## config.mk

```make
export PLATFORM = sky130hd
export DESIGN_NAME = fesc_top
export DESIGN_NICKNAME = d
export VERILOG_FILES = /design/src/design/fesc_pkg.sv /design/src/design/fesc_shift.sv /design/src/design/fesc_top.sv
export SDC_FILE = /design/constraint.sdc
export NUM_CORES = 1
export LEC_CHECK = 0
export ABC_CLOCK_PERIOD_IN_PS = 1800
export BUFFER_PORTS_ARGS = -buffer_cell sky130_fd_sc_hd__buf_2
export CORE_MARGIN = 2
export CORE_UTILIZATION = 40
export DETAILED_ROUTE_END_ITERATION = 10
export PLACE_DENSITY_LB_ADDON = 0.15
export SYNTH_ARGS = -nofsm -noshare
export SYNTH_HDL_FRONTEND = slang
export SYNTH_SLANG_ARGS = --single-unit
export TNS_END_PERCENT = 10
```

## constraint.sdc

```tcl
create_clock -name clk_in -period 1.8 [get_ports clk_in]
set_input_delay 0.45 -clock clk_in [delete_from_list [all_inputs] [get_ports clk_in]]
set_output_delay 0.45 -clock clk_in [all_outputs]
set_load 0.02 [all_outputs]
```

## src/design/fesc_pkg.sv

```systemverilog
// How it works
// - nibbles A..F encode to 10110,10111,11010,11011,11100,11101; decoder inverts
// - nibbles 0..9 encode to 11110..10011; only sixteen patterns carry data
// - 11000 after idle decodes as 0101 (first delimiter half), else receive error
// - 10001 directly after first delimiter half decodes as 0101, else error
// - 01101 is first end symbol; carrier drops if second follows, else error
// - 00111 ends carrier only right after first end symbol, else error
// - ten invalid groups never sent; receiver flags error on them during valid
// - scrambler seed is derived from the port address, unique per port
// - five-bit groups are serialised bit by bit, then scrambled per bit
// - serial bits become an NRZI stream at the symbol bit rate
// - MLT-3 steps to next of three levels on a one, holds on a zero
// - receive front end passes one 6-bit sample per bit slot
// - a phase mux steered by the timing unit picks the sampling phase
package fesc_pkg;
    localparam logic [4:0] CG_IDLE = 5'h1F;
    localparam logic [4:0] CG_J = 5'h18;
    localparam logic [4:0] CG_K = 5'h11;
    localparam logic [4:0] CG_T = 5'h0D;
    localparam logic [4:0] CG_R = 5'h07;
    localparam logic [4:0] CG_H = 5'h04;
    localparam logic [3:0] NIB_SSD = 4'h5;
    localparam logic [3:0] NIB_BAD_SSD = 4'hE;
    localparam logic [10:0] SCR_SEED_BASE = 11'h5A3;
    localparam int SYM_BITS = 5;
    localparam int PHASES = 4;

    typedef enum logic [1:0] {
        MLT_ZERO = 2'b00,
        MLT_POS = 2'b01,
        MLT_NEG = 2'b10
    } fesc_mlt_t;

    typedef struct packed {
        logic en;
        logic er;
        logic [3:0] d;
    } fesc_mii_tx_t;

    typedef struct packed {
        logic crs;
        logic dv;
        logic er;
        logic [3:0] d;
    } fesc_mii_rx_t;

    // 4b -> 5b data group
    function automatic logic [4:0] enc5(input logic [3:0] n);
        logic [4:0] c;
        c = 5'h1E;
        case (n)
            4'h0: c = 5'h1E;
            4'h1: c = 5'h09;
            4'h2: c = 5'h14;
            4'h3: c = 5'h15;
            4'h4: c = 5'h0A;
            4'h5: c = 5'h0B;
            4'h6: c = 5'h0E;
            4'h7: c = 5'h0F;
            4'h8: c = 5'h12;
            4'h9: c = 5'h13;
            4'hA: c = 5'h16;
            4'hB: c = 5'h17;
            4'hC: c = 5'h1A;
            4'hD: c = 5'h1B;
            4'hE: c = 5'h1C;
            default: c = 5'h1D;
        endcase
        return c;
    endfunction

    // 5b -> {is_data, nibble}
    function automatic logic [4:0] dec5(input logic [4:0] c);
        logic [4:0] r;
        r = 5'h00;
        for (int i = 0; i < 16; i++) begin
            if (enc5(4'(i)) == c) begin
                r = {1'b1, 4'(i)};
            end
        end
        return r;
    endfunction
endpackage

```

## src/design/fesc_shift.sv

```systemverilog
`timescale 1ns/100ps
// parallel-in serial-out for one code group, msb first
module fesc_shift #(
    parameter int W = 5
) (
    input wire logic clk_in,
    input wire logic sys_rst_in,
    input wire logic ce_in,
    input wire logic load_in,
    input wire logic [W-1:0] par_in,
    output logic ser_out
);
    logic [W-1:0] sh_q;
    logic [W-1:0] sh_d;

    always_comb begin
        sh_d = sh_q;
        if (load_in) begin
            sh_d = par_in;
        end else begin
            sh_d = {sh_q[W-2:0], 1'b0};
        end
    end

    always_ff @(posedge clk_in) begin
        if (sys_rst_in) begin
            sh_q <= '1;
        end else if (ce_in) begin
            sh_q <= sh_d;
        end
    end

    assign ser_out = sh_q[W-1];
endmodule // fesc_shift

```

## src/design/fesc_top.sv

```systemverilog
`timescale 1ns/100ps
// clk_in is the bit-rate clock in this model (one line bit per enabled cycle)
module fesc_top #(
    parameter int PHASES = fesc_pkg::PHASES
) (
    input wire logic clk_in,
    input wire logic sys_rst_in,
    input wire logic ce_in,
    input wire logic [4:0] phy_addr_in,
    input wire fesc_pkg::fesc_mii_tx_t mii_tx_in,
    output logic mii_tx_take_out,
    output fesc_pkg::fesc_mii_rx_t mii_rx_out,
    output logic rx_nib_valid_out,
    output fesc_pkg::fesc_mlt_t mlt_out,
    input wire logic [5:0] adc_sample_in,
    output logic [5:0] dsp_sample_out,
    input wire logic [PHASES-1:0] rx_phase_in,
    input wire logic [$clog2(PHASES)-1:0] phase_sel_in,
    output logic rx_rclk_out,
    input wire logic [4:0] rx_group_in,
    input wire logic rx_group_valid_in
);
    typedef enum logic [2:0] {
        TX_IDLE = 3'b000,
        TX_J = 3'b001,
        TX_K = 3'b010,
        TX_DATA = 3'b011,
        TX_T = 3'b100,
        TX_R = 3'b101
    } fesc_tx_t;

    // ---------------- transmit ----------------
    fesc_tx_t st_q, st_d;
    logic [2:0] bit_q, bit_d;
    logic [4:0] grp_q, grp_d;
    logic [10:0] scr_q, scr_d;
    logic nrzi_q, nrzi_d;
    fesc_pkg::fesc_mlt_t mlt_q, mlt_d;
    logic last_pol_q, last_pol_d;
    logic load;
    logic ser;

    assign load = (bit_q == 3'(fesc_pkg::SYM_BITS - 1));
    // a nibble is used up at every group boundary of a frame; J and K
    // stand in for the first two, so no nibble goes out twice
    assign mii_tx_take_out = ce_in && load && mii_tx_in.en
        && st_q != TX_T && st_q != TX_R;

    always_comb begin
        st_d = st_q;
        grp_d = grp_q;
        bit_d = load ? 3'h0 : bit_q + 3'h1;
        if (load) begin
            case (st_q)
                TX_IDLE: begin
                    grp_d = fesc_pkg::CG_IDLE;
                    if (mii_tx_in.en) begin
                        st_d = TX_J;
                        grp_d = fesc_pkg::CG_J;
                    end
                end
                TX_J: begin
                    st_d = TX_K;
                    grp_d = fesc_pkg::CG_K;
                end
                TX_K, TX_DATA: begin
                    if (mii_tx_in.en) begin
                        st_d = TX_DATA;
                        grp_d = mii_tx_in.er ? fesc_pkg::CG_H
                              : fesc_pkg::enc5(mii_tx_in.d);
                    end else begin
                        st_d = TX_T;
                        grp_d = fesc_pkg::CG_T;
                    end
                end
                TX_T: begin
                    st_d = TX_R;
                    grp_d = fesc_pkg::CG_R;
                end
                default: begin
                    st_d = TX_IDLE;
                    grp_d = fesc_pkg::CG_IDLE;
                end
            endcase
        end
    end

    fesc_shift #(.W(fesc_pkg::SYM_BITS)) u_piso (
        .clk_in(clk_in),
        .sys_rst_in(sys_rst_in),
        .ce_in(ce_in),
        .load_in(load),
        .par_in(grp_d),
        .ser_out(ser)
    );

    // address seeding on first enabled cycle after reset; the low six bits
    // always come out as 100010, so the key can never start all zero
    logic seeded_q;
    logic [10:0] scr_seed;
    logic [10:0] scr_use;
    assign scr_seed = fesc_pkg::SCR_SEED_BASE ^ {phy_addr_in, 6'h01};
    assign scr_use = seeded_q ? scr_q : scr_seed;

    // x^11 + x^9 + 1 stream scrambler, then nrzi and mlt-3
    always_comb begin
        scr_d = {scr_use[9:0], scr_use[10] ^ scr_use[8]};
        nrzi_d = nrzi_q ^ (ser ^ scr_use[10]);
        mlt_d = mlt_q;
        last_pol_d = last_pol_q;
        if (nrzi_d != nrzi_q) begin
            case (mlt_q)
                fesc_pkg::MLT_ZERO: begin
                    mlt_d = last_pol_q ? fesc_pkg::MLT_NEG : fesc_pkg::MLT_POS;
                    last_pol_d = ~last_pol_q;
                end
                default: mlt_d = fesc_pkg::MLT_ZERO;
            endcase
        end
    end

    always_ff @(posedge clk_in) begin
        if (sys_rst_in) begin
            st_q <= TX_IDLE;
            bit_q <= 3'h0;
            grp_q <= fesc_pkg::CG_IDLE;
            // seed mixes in the address after release; never all zero
            scr_q <= fesc_pkg::SCR_SEED_BASE;
            nrzi_q <= 1'b0;
            mlt_q <= fesc_pkg::MLT_ZERO;
            last_pol_q <= 1'b0;
        end else if (ce_in) begin
            st_q <= st_d;
            bit_q <= bit_d;
            grp_q <= grp_d;
            scr_q <= scr_d;
            nrzi_q <= nrzi_d;
            mlt_q <= mlt_d;
            last_pol_q <= last_pol_d;
        end
    end

    always_ff @(posedge clk_in) begin
        if (sys_rst_in) begin
            seeded_q <= 1'b0;
        end else if (ce_in) begin
            seeded_q <= 1'b1;
        end
    end
    assign mlt_out = mlt_q;

    // ---------------- receive front end ----------------
    always_ff @(posedge clk_in) begin
        if (sys_rst_in) begin
            dsp_sample_out <= 6'h00;
        end else if (ce_in) begin
            dsp_sample_out <= adc_sample_in;
        end
    end
    assign rx_rclk_out = rx_phase_in[phase_sel_in];

    // ---------------- 5b/4b decode ----------------
    typedef enum logic [1:0] {
        RX_IDLE = 2'b00,
        RX_GOT_J = 2'b01,
        RX_FRAME = 2'b10,
        RX_GOT_T = 2'b11
    } fesc_rxs_t;
    fesc_rxs_t rs_q, rs_d;
    fesc_pkg::fesc_mii_rx_t rx_q, rx_d;
    logic rv_q, rv_d;
    logic [4:0] dd;

    always_comb begin
        rs_d = rs_q;
        rx_d = rx_q;
        rv_d = 1'b0;
        dd = fesc_pkg::dec5(rx_group_in);
        if (rx_group_valid_in) begin
            rv_d = 1'b1;
            rx_d.er = 1'b0;
            case (rs_q)
                RX_IDLE: begin
                    rx_d.dv = 1'b0;
                    rx_d.crs = 1'b0;
                    if (rx_group_in == fesc_pkg::CG_J) begin
                        rs_d = RX_GOT_J;
                        rx_d.crs = 1'b1;
                        rx_d.d = fesc_pkg::NIB_SSD;
                    end else if (rx_group_in != fesc_pkg::CG_IDLE) begin
                        rx_d.er = 1'b1;
                    end
                end
                RX_GOT_J: begin
                    if (rx_group_in == fesc_pkg::CG_K) begin
                        rs_d = RX_FRAME;
                        rx_d.dv = 1'b1;
                        rx_d.d = fesc_pkg::NIB_SSD;
                    end else begin
                        rs_d = RX_IDLE;
                        rx_d.er = 1'b1;
                        rx_d.crs = 1'b0;
                        rx_d.d = fesc_pkg::NIB_BAD_SSD;
                    end
                end
                RX_FRAME: begin
                    if (rx_group_in == fesc_pkg::CG_T) begin
                        rs_d = RX_GOT_T;
                    end else if (dd[4]) begin
                        rx_d.d = dd[3:0];
                    end else begin
                        // I, J, K, R, H and the ten invalid groups
                        rx_d.er = 1'b1;
                    end
                end
                default: begin
                    if (rx_group_in == fesc_pkg::CG_R) begin
                        rs_d = RX_IDLE;
                        rx_d.crs = 1'b0;
                        rx_d.dv = 1'b0;
                    end else begin
                        rs_d = RX_FRAME;
                        rx_d.er = 1'b1;
                        // data after a lone T is still passed on, flagged
                        if (dd[4]) begin
                            rx_d.d = dd[3:0];
                        end
                    end
                end
            endcase
        end
    end

    always_ff @(posedge clk_in) begin
        if (sys_rst_in) begin
            rs_q <= RX_IDLE;
            rx_q <= '0;
            rv_q <= 1'b0;
        end else if (ce_in) begin
            rs_q <= rs_d;
            rx_q <= rx_d;
            rv_q <= rv_d;
        end
    end
    assign mii_rx_out = rx_q;
    assign rx_nib_valid_out = rv_q;
endmodule // fesc_top

```

==> impl_results.md <==
* Status: finished, final reports clean
* Antenna cell count at 0
* Core Rows at 28
* Worst path arrival time at 1290 ps
* Leak Pwr at 0.001251 uW
* Hold Crit Class: in -> reg
* Drt first pass iters at 5
* Tcrit/Tclk final at 96.69%
* CTS tree: built
* Initial DRC count at 79
* I/O pin total at 50
* Synth unique cells at 55
* Seq/Total Area, Yosys at 35.18%
* Clk sinks at 42
* Routed length per placed instance at 12.86 um
* Most frequent cells in the layout: buf_2 (48), dfxtp_1 (39), a21oi_1 (33), nand2_1 (33), nor2_1 (32)
* Htree depth at 2
* Initial antenna violation count at 0
* Die area at 6609 um2
* Starting Density at 40.85%
* Async set-reset flop share out of synthesis at 0%
* CP Launch Type: flip-flop
* Synthesized instance count at 309
* CP max FO at 2
* Drt drc at 0
* Via count at 2388
* CTS root buffer: clkbuf_8
* Global-route wire length before repair at 9411 um
* Layout cells sized above 1 at 26.95%
* R2R cell count at 4
* Clock latency on the worst-skew pair at 300 ps
* Area growth, synth to finish at 24.61%
* Setup Viol. Count Final at 0
* Nets@finish at 404
* Largest net degree at the start of global routing at 32
* Die Height at 81.30 um
* Overall power at 2019 uW
* Post-Route WL at 5737 um
* Clk_skew at 8.784 ps
* Commonest non-fill, non-tap cell in the layout: buf_2
* Tot GR Track Use at 18.01%
* Number of enable flip-flop cells after synthesis at 0
* MaxCap Viol Count at 0
* Max-slew headroom at 72.45%
* Synthesized area per cell at 7.734 um2
* Cts hold-fix bufs at 0
* Clock period minus worst slack at 1740 ps
* Clock tree buffer depth at 2
* RePlAce Congestion at 0.8365
* Num CTS Buffers at 5
* Crit. End Element: primary output
* Core ar. at 5851 um2
* FF+latch count, synth at 42
* Pwr/cell area at 677.9 nW/um2
* Data required, critical path at 1350 ps
* Max VDD drop at 0.0004976 V
* Final HPWL DP at 4187 um
* Synthesis Warnings at 0
* Hold Path Depth at 3
* Vias per inst at 5.354
* Post-Syn Area at 2390 um2
* Syn Nets at 343
* Sum of negative setup slack at 0 ps
* Worst Setup Path Type: reg -> out
* Routed Antenna Nets at 0
* RSZ-0062 raised after global routing: false
* IO Port Bufs at 49
* Worst-Margin Slew at 402.8 ps
* Number of global-route vias before repair at 2048
* Most used DFF post-synth: dfxtp_1
* F_max at 574.6 MHz
* Clock Pin Slew Worst Setup and Hold Paths at 80 ps
* Final hold vios at 0
* GRT overflow at 0
* Slew Limit Fails at 0
* DIE WIDTH at 81.30 um
==> critical path: stages, from the launching register on <==
cell and delay, ps:
dfxtp_2 340, inv_2 40, ha_4 150, and3_4 180, and3_4 160, buf_6 120
==> flip-flops by register name, summed over array words and instances (netlist names) <==
signal,cells
u_piso.sh_q,5
last_pol_q,1
mii_rx_out,7
seeded_q,1
dsp_sample_out,6
bit_q,3
st_q,3
scr_q,11
rx_nib_valid_out,1
mlt_out,2
rs_q,2
==> Yosys cell counts, drive strengths merged (2+ instances only) <==
master   count  area share (%)
mux2i       12             5.0
xor2         2            0.73
o31ai        5             1.6
buf          7             2.0
nor2        32             5.0
ha           2             1.0
nor3         3            0.63
o211ai       6             1.9
a311oi       5             1.8
inv         13             2.0
a22oi        2            0.63
or4          2            0.63
or3          4             1.0
o21bai       2            0.63
nand3       10             2.1
nand3b       2            0.63
a221oi       2            0.73
nor2b        6             1.6
xnor2        2            0.73
a31oi        2            0.52
a21oi       35             8.0
nand2b      12             3.1
or2          2            0.52
a311o        2            0.84
o21ai       23             5.0
o2bb2ai      2            0.73
clkbuf      16             2.5
dfxtp       42              35
and3         3            0.79
nand2       33             5.2
==> cell families (layout without fill, tap and decap cells) <==
group / Yosys count / after routing / share of synthesized area [%]
and+or+nand+nor: 115 / 115 / 23.61
AOI/OAI and AO/OA: 96 / 96 / 25.97
DFF: 42 / 42 / 35.18
buffers and inverters: 37 / 99 / 6.754
muxes: 13 / 13 / 5.969
xor gates and xnor gates: 4 / 4 / 1.466
adders and majority gates: 2 / 2 / 1.047
==> final cells by class <==
type	count	area, um2
sequential	42	844.6
inverter	14	52.55
fill	567	2873
tap	75	93.84
timing repair buffer	77	474.2
multi-input combinational	230	1418
clock buffer	6	82.58
clock inverter	2	12.51
==> final timing paths <==
| kind | from | to | slack (ps) |
|---|---|---|---|
| worst max-delay path | bit_q[1] | mii_tx_take_out | 60 |
| worst min-delay path | adc_sample_in[3] | dsp_sample_out[3] | 390 |
| worst max register to register | rs_q[1] | mii_rx_out[1] | 250 |
| worst min register to register | u_piso.sh_q[0] | u_piso.sh_q[0] | 470 |
==> layer usage <==
layer | global-route usage [%] | up-vias | share of wire, %
li1 | - | 1221 | -
met1 | 23.94 | 1098 | 48
met2 | 29.02 | 60 | 46
met3 | 4.000 | 9 | 4.8
met4 | 5.593 | 0 | 1.4
met5 | 0 | - | 0
==> per-stage QoR <==
stage / util (%) / setup slack [ps] / hold WS [ps] / std cells / area (um2)
final: 50.90 / 59.54 / 385.2 / 446 / 2978
after global routing: 50.90 / 11.55 / 391.0 / 446 / 2978
after CTS: 50.43 / 9.599 / 380.3 / 446 / 2950
after detailed placement: 48.33 / -25.72 / 462.7 / 436 / 2828
after global placement: 48.33 / 15.66 / 451.3 / 436 / 2828
after floorplan: - / 101.4 / 430.1 / 309 / 2390
==> where the power goes <==
part | leakage [uW] | internal [uW] | switching, uW
sequential | 0.000346 | 976 | 26.3
clock | 0.0000472 | 308 | 329
combinational | 0.000858 | 170 | 208
total | 0.00125 | 1450 | 564
==> what timing repair did <==
item,4_1_cts,5_1_grt
pin swaps,0,1
endpoints found under the hold margin,0,0
resized for setup,5,7
setup buffers,2,0
setup endpoints to repair,1,2
Power figures use the tool's default switching activity.
